## config.mk

```make
export PLATFORM = sky130hd
export DESIGN_NAME = clock_ready_interrupt_flags
export DESIGN_NICKNAME = d
export VERILOG_FILES = /design/src/clock_flags_pkg.sv /design/src/level_sync.sv /design/src/clock_ready_interrupt_flags.sv
export SDC_FILE = /design/constraint.sdc
export NUM_CORES = 1
export LEC_CHECK = 0
export ABC_AREA = 1
export BUFFER_PORTS_ARGS = -buffer_cell sky130_fd_sc_hd__clkbuf_2
export CORE_UTILIZATION = 48
export DETAILED_ROUTE_END_ITERATION = 12
export GPL_ROUTABILITY_DRIVEN = 0
export PLACE_DENSITY_LB_ADDON = 0.12
export REMOVE_ABC_BUFFERS = 1
export SLEW_MARGIN = 20
export SYNTH_ARGS = -nofsm -noshare
export SYNTH_HDL_FRONTEND = slang
export SYNTH_SLANG_ARGS = --single-unit
```

## constraint.sdc

```tcl
create_clock -name pclk -period 4.3 [get_ports pclk]
set_input_delay 0.43 -clock pclk [delete_from_list [all_inputs] [get_ports pclk]]
set_output_delay 0.43 -clock pclk [all_outputs]
set_load 0.02 [all_outputs]
```

## src/clock_flags_pkg.sv

```systemverilog
// Constants, register layout and reset values for the clock ready flag block
// Assumes an APB slave with 32-bit data on pclk, reset presetn
// Notes on behaviour
// (RL1) Monitor sees crystal stopped: set stuck flag
// (RL2) Write one to stuck clear resets flag
// (RL3) Stuck flag reads 0 normal, 1 stuck
// (RL4) Software keeps reserved bit 6 at reset
// (RL5) Aux RC flag bit 5 set when stable, enabled
// (RL6) Aux RC clear bit resets its flag
// (RL7) Ready flags read 1 once interrupt generated
// (RL8) PLL flag bit 4 set when locked, enabled
// (RL9) PLL clear bit resets PLL flag
// (RL10) HS crystal flag bit 3 set when stable, enabled
// (RL11) HS crystal clear bit resets its flag
// (RL12) Fast RC flag bit 2 set when stable, enabled
// (RL13) Fast RC clear bit resets its flag
// (RL14) LS crystal flag bit 1 set when stable, enabled
// (RL15) LS crystal clear bit resets its flag
// (RL16) Slow RC flag bit 0 set when stable, enabled
// (RL17) Flag writes ignored; zero clear changes nothing
// (RL18) Interrupt high while any flag with its mask bit set is set
package clock_flags_pkg;
    // ****************************************
    // Register map
    // ****************************************
    localparam logic [7:0] CTRL_OFFSET = 8'h08;
    localparam logic [7:0] MASK_OFFSET = 8'h0c;
    localparam logic [31:0] CTRL_RESET = 32'h0000_0000;
    localparam logic [7:0] MASK_RESET = 8'hff;
    // ****************************************
    // Field positions
    // ****************************************
    localparam int NUM_SOURCES = 6;
    localparam int FLAG_LSB = 0;
    localparam int STUCK_FLAG_BIT = 7;
    localparam int ENABLE_LSB = 8;
    localparam int CLEAR_LSB = 16;
    localparam int STUCK_CLEAR_BIT = 23;
    localparam int SYNC_STAGES = 3;
endpackage

```

## src/level_sync.sv

```systemverilog
// Three-stage synchroniser with agreement filter for one level input
// Assumes the input is asynchronous to pclk
`timescale 1ns/1ps
`default_nettype none
module level_sync (
    input wire logic pclk,
    input wire logic presetn,
    input wire logic async_in,
    output logic sync_out
);
    import clock_flags_pkg::*;

    typedef struct packed {
        logic [SYNC_STAGES-1:0] stage;
        logic out;
    } sync_s;

    sync_s state_reg;
    sync_s state_next;

    always_comb begin
        state_next = state_reg;
        state_next.stage = {state_reg.stage[SYNC_STAGES-2:0], async_in};
        // Only stages two and three vote; stage one feeds stage two alone
        if (state_reg.stage[1] == state_reg.stage[2]) begin
            state_next.out = state_reg.stage[2];
        end
    end

    always_ff @(posedge pclk or negedge presetn) begin
        if (!presetn) begin
            state_reg <= '0;
        end else begin
            state_reg <= state_next;
        end
    end

    assign sync_out = state_reg.out;
endmodule
`default_nettype wire

```

## src/clock_ready_interrupt_flags.sv

```systemverilog
// APB register block holding oscillator ready flags and the crystal stuck flag
// Assumes ready and stuck status arrive asynchronously from the analog clock sources
//
// Implementation choices: the placing of the registers and the APB interface to the registers.
`timescale 1ns/1ps
`default_nettype none
module clock_ready_interrupt_flags (
    input wire logic pclk,
    input wire logic presetn,
    input wire logic psel,
    input wire logic penable,
    input wire logic pwrite,
    input wire logic [31:0] paddr,
    input wire logic [31:0] pwdata,
    output logic [31:0] prdata,
    output logic pready,
    output logic pslverr,
    input wire logic slow_internal_rc_stable,
    input wire logic low_speed_crystal_stable,
    input wire logic fast_internal_rc_stable,
    input wire logic high_speed_crystal_stable,
    input wire logic pll_locked,
    input wire logic aux_internal_rc_stable,
    input wire logic high_speed_crystal_stuck,
    output logic clock_irq
);
    import clock_flags_pkg::*;

    // ****************************************
    // State
    // ****************************************
    typedef struct packed {
        logic [NUM_SOURCES-1:0] ready_flag;
        logic [NUM_SOURCES-1:0] int_en;
        logic stuck_flag;
        logic [NUM_SOURCES-1:0] stable_prev;
        logic stuck_prev;
        logic [7:0] mask;
        logic [31:0] rdata;
        logic ready;
        logic err;
        logic irq;
    } regs_s;

    regs_s state_reg;
    regs_s state_next;

    logic [NUM_SOURCES-1:0] stable_raw;
    logic [NUM_SOURCES-1:0] stable_sync;
    logic stuck_sync;
    logic access;
    logic wr_ctrl;
    logic wr_mask;
    logic hit_ctrl;
    logic hit_mask;
    logic [7:0] status;

    assign stable_raw = {aux_internal_rc_stable, pll_locked, high_speed_crystal_stable,
                         fast_internal_rc_stable, low_speed_crystal_stable, slow_internal_rc_stable};

    // ****************************************
    // Input synchronisers
    // ****************************************
    genvar gi;
    generate
        for (gi = 0; gi < NUM_SOURCES; gi++) begin : g_sync
            level_sync u_sync (
                .pclk(pclk),
                .presetn(presetn),
                .async_in(stable_raw[gi]),
                .sync_out(stable_sync[gi])
            );
        end
    endgenerate

    level_sync u_stuck_sync (
        .pclk(pclk),
        .presetn(presetn),
        .async_in(high_speed_crystal_stuck),
        .sync_out(stuck_sync)
    );

    // ****************************************
    // Bus decode
    // ****************************************
    // One wait state: ready rises in the cycle after the first access cycle and falls after it
    assign access = psel && penable && !state_reg.ready;
    assign hit_ctrl = (paddr[7:0] == CTRL_OFFSET) && (paddr[31:8] == 24'h000000);
    assign hit_mask = (paddr[7:0] == MASK_OFFSET) && (paddr[31:8] == 24'h000000);
    assign wr_ctrl = access && pwrite && hit_ctrl;
    assign wr_mask = access && pwrite && hit_mask;

    always_comb begin
        state_next = state_reg;
        state_next.stable_prev = stable_sync;
        state_next.stuck_prev = stuck_sync;
        state_next.ready = access;
        state_next.err = access && !hit_ctrl && !hit_mask;
        state_next.rdata = 32'h0000_0000;

        // Flags sample as events on the stable edge so a held ready level
        // does not refire after software clears it
        for (int i = 0; i < NUM_SOURCES; i++) begin
            // Clear first so a same-cycle set wins
            if (wr_ctrl && pwdata[CLEAR_LSB + i]) begin
                state_next.ready_flag[i] = 1'b0; // see (RL6) (RL9) (RL11) (RL13) (RL15) (RL17)
            end
            if (stable_sync[i] && !state_reg.stable_prev[i] && state_reg.int_en[i]) begin
                state_next.ready_flag[i] = 1'b1; // see (RL5) (RL7) (RL8) (RL10) (RL12) (RL14) (RL16)
            end
        end
        if (wr_ctrl && pwdata[STUCK_CLEAR_BIT]) begin
            state_next.stuck_flag = 1'b0; // see (RL2)
        end
        if (stuck_sync && !state_reg.stuck_prev) begin
            state_next.stuck_flag = 1'b1; // see (RL1) (RL3)
        end
        if (wr_ctrl) begin
            state_next.int_en = pwdata[ENABLE_LSB +: NUM_SOURCES];
        end
        if (wr_mask) begin
            state_next.mask = pwdata[7:0];
        end

        if (access && !pwrite && hit_ctrl) begin
            state_next.rdata[STUCK_FLAG_BIT] = state_reg.stuck_flag;
            state_next.rdata[FLAG_LSB +: NUM_SOURCES] = state_reg.ready_flag;
            state_next.rdata[ENABLE_LSB +: NUM_SOURCES] = state_reg.int_en;
        end else if (access && !pwrite && hit_mask) begin
            state_next.rdata[7:0] = state_reg.mask;
        end

        // Built from the next state so the request follows a flag on the same edge
        status = {state_next.stuck_flag, 1'b0, state_next.ready_flag};
        state_next.irq = |(status & state_next.mask); // see (RL18)
    end

    always_ff @(posedge pclk or negedge presetn) begin
        if (!presetn) begin
            state_reg <= '0;
            state_reg.int_en <= CTRL_RESET[ENABLE_LSB +: NUM_SOURCES];
            state_reg.mask <= MASK_RESET;
        end else begin
            state_reg <= state_next;
        end
    end

    assign prdata = state_reg.rdata;
    assign pready = state_reg.ready;
    assign pslverr = state_reg.err;
    assign clock_irq = state_reg.irq;
endmodule
`default_nettype wire

```

==> metrics.txt, run 1 <==
run status finished, final reports clean; flip-flop count of the largest register, all copies and words added 28; Detail Placement HPWL 3.704 mm; CP startpoint kind flop; aggregate negative setup slack 0 ns; final wirelength 5.213 mm; Rows 28; sequential fraction of the synthesis area 61.91%; static leakage power 0.001811 uW; slew at the pin with the worst max-slew slack 0.6598 ns; Avg Synthesized Cell Area 10.41 sq um; Post-CTS Repair Setup Buffers 0; global-route usage over all layers 18.76%; synthesis-to-layout area growth 17.76%; critical path data required time 4.54 ns; Sequential Area 1837 sq um; clock-pin transition on the worst setup and hold timing paths 0.08 ns; number of maximum-capacitance violations 0; sum of internal, switching and leakage power 1387 uW; start-to-end type of the worst setup path reg -> reg; routed length on met3 375 microns; Final Max Slew Viols 0; number of antenna violations at the first check in global routing 0; fin crit share 38.71%; Vias 2000; height of the die 80.62 microns; average via count per standard cell 4.535; fin util 58.66%; minimum clock period 1.665 ns; peak fanout along the critical path 10; count of TritonRoute iterations in the first routing pass 4; Cell Area, Synth 2967 sq um; Routed Antenna Nets 0; number of cells in the finished layout apart from fillers 441; relative slew slack 56.02%; post-cts resize count 0; met1 wire length 2.300 mm; die span in x 80.62 microns; I/O pin cnt 111; routed length per placed instance 11.82 microns; largest net degree at the start of global routing 56; number of buffers inserted for hold repair after clock tree synthesis 0; number of global-route vias before repair 1958; Unique masters post-synth 26; worst path setup slack after routing 2.635 ns; H-Tree Depth 3; met2 wire length 2.463 mm; Remaining Overflow, GRT 0; Core ar. 5956 sq um; instance count after placement with tap cells included 425; Place WS 2.346 ns; number of cells produced by synthesis 285; final-layout fill cell count 536; Max Freq 0.6008 GHz; share of cells above drive strength 1 35.25%; Root Buffer Master sky130_fd_sc_hd__clkbuf_8; CP Data Arrival Time 1.91 ns; post-route clock skew 0.008154 ns; setup repair after global routing missed its margin false; cts bufs inserted 9; setup-violating endpoint count in the final report 0; die outline area 6499 sq um; Residual DRC 0; top metal layer carrying routed signals met4; number of clock sinks 73; Ys Warns 0; antenna cells 0; buffers added on ports 81; path category of the worst min-delay check in -> async; global-route wire length before repair 8.756 mm; Initial Util 49.81%; iteration-0 DRC count of the detailed router 116; maximum VDD drop 0.0003536 V; combined area of the multi-input logic cells 862.1 sq um; power density normalized to cell area 397.2 nW/um^2; total count of hold-check failures in the final report 0; Seq cells post-synth 73; CTS tree done; CP Capture Type flop; buffer levels on the longest clock path 2; clock latency at the later pin of the worst-skew pair 0.34 ns; Nets 437
==> Yosys cell counts <==
cell                       instances  area (sq um)
sky130_fd_sc_hd__o31ai_1           1         7.510
sky130_fd_sc_hd__buf_6             2         22.52
sky130_fd_sc_hd__nand2_2           9         56.30
sky130_fd_sc_hd__a21oi_2           2         17.52
sky130_fd_sc_hd__clkinv_4          1         8.760
sky130_fd_sc_hd__and2_4            1         8.760
sky130_fd_sc_hd__o21ai_1           7         35.03
sky130_fd_sc_hd__nand2_1          63         236.5
sky130_fd_sc_hd__nor2_4            1         11.26
sky130_fd_sc_hd__conb_1            1         3.750
sky130_fd_sc_hd__dfrtp_1          65          1627
sky130_fd_sc_hd__inv_1            15         56.30
sky130_fd_sc_hd__nor2_1           39         146.4
sky130_fd_sc_hd__nand3_1           7         35.03
sky130_fd_sc_hd__nand3_2           1         10.01
sky130_fd_sc_hd__nand4_1           8         50.05
sky130_fd_sc_hd__nor3_1            2         10.01
sky130_fd_sc_hd__nand4_2           1         12.51
sky130_fd_sc_hd__inv_2             1         3.750
sky130_fd_sc_hd__maj3_1            7         70.07
sky130_fd_sc_hd__nand3_4           1         17.52
sky130_fd_sc_hd__nor2_8            1         20.02
sky130_fd_sc_hd__a21oi_1           5         25.02
sky130_fd_sc_hd__dfstp_2           8         210.2
sky130_fd_sc_hd__buf_4            32         240.2
sky130_fd_sc_hd__nor2_2            4         25.02
==> logic make-up after synthesis <==
logic type | share of synthesized area, %
flip-flops | 61.91
buffers and inverters | 11.18
AND/OR/NAND/NOR | 21.55
other | 0.1264
AO/OA/AOI/OAI | 2.868
adder cells (fa/ha/maj) | 2.362
==> worst max-delay path, cell delays in order, from the launching register on <==
cell and delay [ns]:
sky130_fd_sc_hd__dfrtp_1 0.38, sky130_fd_sc_hd__nor2_1 0.10, sky130_fd_sc_hd__nand2_1 0.14, sky130_fd_sc_hd__nor2_4 0.26
sky130_fd_sc_hd__nand3_4 0.20, sky130_fd_sc_hd__nand2_1 0.13, sky130_fd_sc_hd__nand2_2 0.07, sky130_fd_sc_hd__nand2_1 0.07
sky130_fd_sc_hd__nand2_1 0.05, sky130_fd_sc_hd__nor2_1 0.10, sky130_fd_sc_hd__nand2_1 0.06
==> metal layers <==
layer,track usage (%),up-vias
met5,0,-
li1,-,1002
met1,23.02,920
met4,7.321,0
met2,30.17,69
met3,6.591,9
==> report_power, final <==
| part | total, uW | internal (uW) | switching [uW] |
|---|---|---|---|
| Sequential | 722 | 710 | 11.1 |
| Combinational | 82.6 | 32.3 | 50.3 |
| Clock | 583 | 326 | 257 |
==> worst paths after layout <==
check	from	endpoint	slack (ns)	cells past startpoint
max	pready$_DFF_PN0_	clock_irq$_DFF_PN0_	2.64	10
min	presetn	u_stuck_sync.state_next[3]$_DFF_PN0_	0.004	1
max reg2reg	pready$_DFF_PN0_	clock_irq$_DFF_PN0_	2.64	10
min reg2reg	g_sync[5].u_sync.state_next[2]$_DFF_PN0_	g_sync[5].u_sync.state_next[3]$_DFF_PN0_	0.35	0
max in group asynchronous	presetn	state_reg[62]$_DFF_PN0_	3.28	2
min in group pclk	aux_internal_rc_stable	g_sync[5].u_sync.state_next[2]$_DFF_PN0_	0.18	1
==> placed cells by master (no fill, tap or decap), drive strengths merged <==
cell / count
nor3: 2
clkinv: 5
inv: 16
o21ai: 7
nand2: 72
conb: 18
o31ai: 1
nand4: 9
bufinv: 2
dfrtp: 65
nand3: 9
clkbuf: 89
nor2: 45
a21oi: 7
dfstp: 8
maj3: 7
and2: 1
clkinvlp: 1
buf: 2
==> metrics by stage <==
step                hold WS (ns)  area [sq um]
floorplan                 0.1344          2768
global placement          0.3323          3274
detailed placement        0.3364          3274
CTS                     0.002995          3493
global route             0.02946          3493
finish                  0.004280          3493
==> area by class of cell <==
type	count	share of cell area (%)
clock buffers	9	3.546
clock inverters	7	2.722
inverters	17	1.970
multi-input cells	178	24.68
flip-flops and latches	73	52.58
well taps	75	2.686
repair buffers	82	11.82
Power figures use the tool's default switching activity.
==> run 2: changes to the inputs <==
--- a/config.mk
+++ b/config.mk
@@ -5,9 +5,9 @@
 export SDC_FILE = /design/constraint.sdc
 export NUM_CORES = 1
 export LEC_CHECK = 0
-export ABC_AREA = 1
+export ABC_AREA = 0
 export BUFFER_PORTS_ARGS = -buffer_cell sky130_fd_sc_hd__clkbuf_2
-export CORE_UTILIZATION = 48
+export CORE_UTILIZATION = 43
 export DETAILED_ROUTE_END_ITERATION = 12
 export GPL_ROUTABILITY_DRIVEN = 0
 export PLACE_DENSITY_LB_ADDON = 0.12
==> constraint.sdc (replaced) <==
create_clock -name pclk -period 1.4 [get_ports pclk]
set_input_delay 0.14 -clock pclk [delete_from_list [all_inputs] [get_ports pclk]]
set_output_delay 0.14 -clock pclk [all_outputs]
set_load 0.02 [all_outputs]
==> run 2 against run 1 <==
The flow now finishes with violations (negative setup slack). Hold slack better by 0.030 ns. Sequential power rose to 3.1 times the previous value. Combinational power rose to 3.4 times the previous value. Cell area rose by 9.1%. Synthesized cell count decreased by 32%. Clock power grew 150%. Count of clock-buffer cells in the layout up 5. Clock skew decreased by 0.0042 ns. Critical path type unchanged. Register-to-register slack got worse by 3.0 ns. Highest routed layer unchanged. Fmax down 3.8%. Routed wire length hardly changed. Total power grew to 2.9 times the previous value.
==> metrics.txt, run 2 <==
run status finished, violations left; violated checks negative setup slack; power density normalized to cell area 1038 nW/um^2; clock share of power 36.8%; total count of hold-check failures in the final report 0; antenna cells 0; post-synth top area cell sky130_fd_sc_hd__dfrtp_1; Initial Util 44.29%; Seq cells post-synth 73; CP startpoint kind flop; Hold Path Stages 2; Core ar. 6314 sq um; most frequent cell after synthesis sky130_fd_sc_hd__dfrtp_1; Final Max Slew Viols 0; Vias 1792; number of clock sinks 73; global-route wire length before repair 7.962 mm; peak fanout along the critical path 6; share of cells above drive strength 1 54.69%; number of antenna violations at the first check in global routing 0; Max Freq 0.5782 GHz; I/O pin cnt 111; number of maximum-capacitance violations 0; height of the die 82.65 microns; start-to-end type of the worst setup path reg -> reg; Place WS -0.6744 ns; Nets 380; Cell Area, Synth 2796 sq um; count of TritonRoute iterations in the first routing pass 4; setup-violating endpoint count in the final report 24; buffer levels on the longest clock path 2; Placed Instance Area 3262 sq um; Unique masters post-synth 33; Detail Placement HPWL 3.528 mm; final design area excluding fillers 3810 sq um; clock latency at the later pin of the worst-skew pair 0.34 ns; worst path setup slack after routing -0.3296 ns; number of cells produced by synthesis 195; top cell type's share of synthesized area 58.17%; routed length per placed instance 13.51 microns; path category of the worst min-delay check in -> reg; synthesis-to-layout area growth 36.24%; die outline area 6830 sq um; Logic pwr share 7.2%; CP Capture Type flop; Seq pwr share 56.0%; Ys Warns 0; list of most frequent post-synthesis cells sky130_fd_sc_hd__dfrtp_1, sky130_fd_sc_hd__buf_4, sky130_fd_sc_hd__mux2_2; async set-or-reset flop fraction in the synthesized netlist 100.0%; commonest non-fill, non-tap cell in the layout sky130_fd_sc_hd__clkbuf_2; final-layout fill cell count 537; average via count per standard cell 4.642; CP Data Arrival Time 1.95 ns; clock-pin transition on the worst setup and hold timing paths 0.07 ns; Routed Antenna Nets 0; buffers added on ports 81; internal power 3053 uW; most used cells in the layout excluding fill and tap cells sky130_fd_sc_hd__clkbuf_2, sky130_fd_sc_hd__dfrtp_1, sky130_fd_sc_hd__conb_1, sky130_fd_sc_hd__buf_6, sky130_fd_sc_hd__mux2_4; die span in x 82.65 microns; static leakage power 0.001855 uW; Rows 29; global-route usage over all layers 16.50%; maximum VDD drop 0.0006566 V; Root Buffer Master sky130_fd_sc_hd__clkbuf_8; dominant register cell in the synthesized netlist sky130_fd_sc_hd__dfrtp_1; top post-synthesis cells by area sky130_fd_sc_hd__dfrtp_1, sky130_fd_sc_hd__buf_4, sky130_fd_sc_hd__dfstp_2; number of cells on the worst reg-to-reg path 6; iteration-0 DRC count of the detailed router 41; minimum clock period 1.730 ns; Avg Synthesized Cell Area 14.34 sq um; number of global-route vias before repair 1680; H-Tree Depth 3; fin util 60.34%; Remaining Overflow, GRT 0; CTS tree done; final wirelength 5.216 mm; Residual DRC 0; fin crit share 123.5%; Sw Share 22.80%; setup repair after global routing missed its margin true; cts bufs inserted 9; sum of internal, switching and leakage power 3955 uW; sequential fraction of the synthesis area 65.68%; flip-flop count of the largest register, all copies and words added 28; critical path data required time 1.62 ns; count of flip-flops with a built-in enable after synthesis 0; largest net degree at the start of global routing 30; switching component of the power 901.5 uW; post-route clock skew 0.003976 ns
==> run 2: worst paths after layout <==
kind                                                            from                                  endpoint  slack, ns
worst max-delay path                                pready$_DFF_PN0_                 state_reg[55]$_DFFE_PN0N_      -0.33
worst min-delay path                                       pwdata[9]                 state_reg[52]$_DFFE_PN0N_       0.03
worst max register to register                      pready$_DFF_PN0_                 state_reg[55]$_DFFE_PN0N_      -0.33
worst min register to register  u_stuck_sync.state_next[2]$_DFF_PN0_      u_stuck_sync.state_next[3]$_DFF_PN0_       0.35
max in group asynchronous                                    presetn                 state_reg[41]$_DFFE_PN1N_       0.58
min in group asynchronous                                    presetn  g_sync[2].u_sync.state_next[2]$_DFF_PN0_       0.26
==> run 2: routing by layer <==
layer	routed length, microns	track usage [%]
met3	339	3.956
met4	104	9.310
met1	2417	22.03
met2	2355	24.59
met5	0	0
==> run 2: stage by stage <==
stage	hold WS [ns]	TNS, ns	std cells
global route	0.02063	-6.861	386
detailed placement	0.07285	-12.80	352
CTS	0.01175	-5.092	382
floorplan	-0.1556	-16.36	178
global placement	0.07229	-12.48	352
finish	0.03460	-4.687	386
==> run 2: area by class of cell <==
cell class	instances	area [sq um]	share of cell area (%)
Timing Repair Buffer	115	748.2	19.64
Inverter	1	6.256	0.1642
Sequential cell	73	1837	48.21
Tap cell	77	96.34	2.529
Clock buffer	14	162.7	4.269
Multi-Input combinational cell	104	947.2	24.86
Clock inverter	2	12.51	0.3284
==> run 2: critical path: stages, from the launching register on <==
cell                      delay, ns
sky130_fd_sc_hd__dfrtp_1       0.38
sky130_fd_sc_hd__or2_4         0.26
sky130_fd_sc_hd__nor4_4        0.28
sky130_fd_sc_hd__buf_6         0.21
sky130_fd_sc_hd__buf_6         0.12
sky130_fd_sc_hd__buf_6         0.09
sky130_fd_sc_hd__mux2_4        0.28
==> run 2: kinds of logic after synthesis <==
logic type / count (synthesis) / share of synthesized area [%]
DFF: 73 / 65.68
and+or+nand+nor: 48 / 12.48
other: 1 / 0.1341
muxes: 14 / 5.638
buffers and inverters: 35 / 9.038
AOI/OAI and AO/OA: 17 / 4.519
adders and majority gates: 7 / 2.506
==> run 2: repair_timing <==
action | in CTS | in global routing
hold buffers | 8 | 0
pin swaps | 13 | 8
endpoints found under the setup margin | 36 | 34
setup buffers | 5 | 5
resized for setup | 32 | 21
cloned | 1 | 0
hold endpoints to repair | 30 | 0
==> run 2: power by group through the flow <==
| stage | sequential (uW) | clock, uW | combinational, uW |
|---|---|---|---|
| floorplan | 2250 | 0 | 83.2 |
| global placement | 2250 | 0 | 251 |
| detailed placement | 2260 | 0 | 254 |
| CTS | 2220 | 1500 | 283 |
| global route | 2220 | 1610 | 318 |
| finish | 2220 | 1450 | 284 |
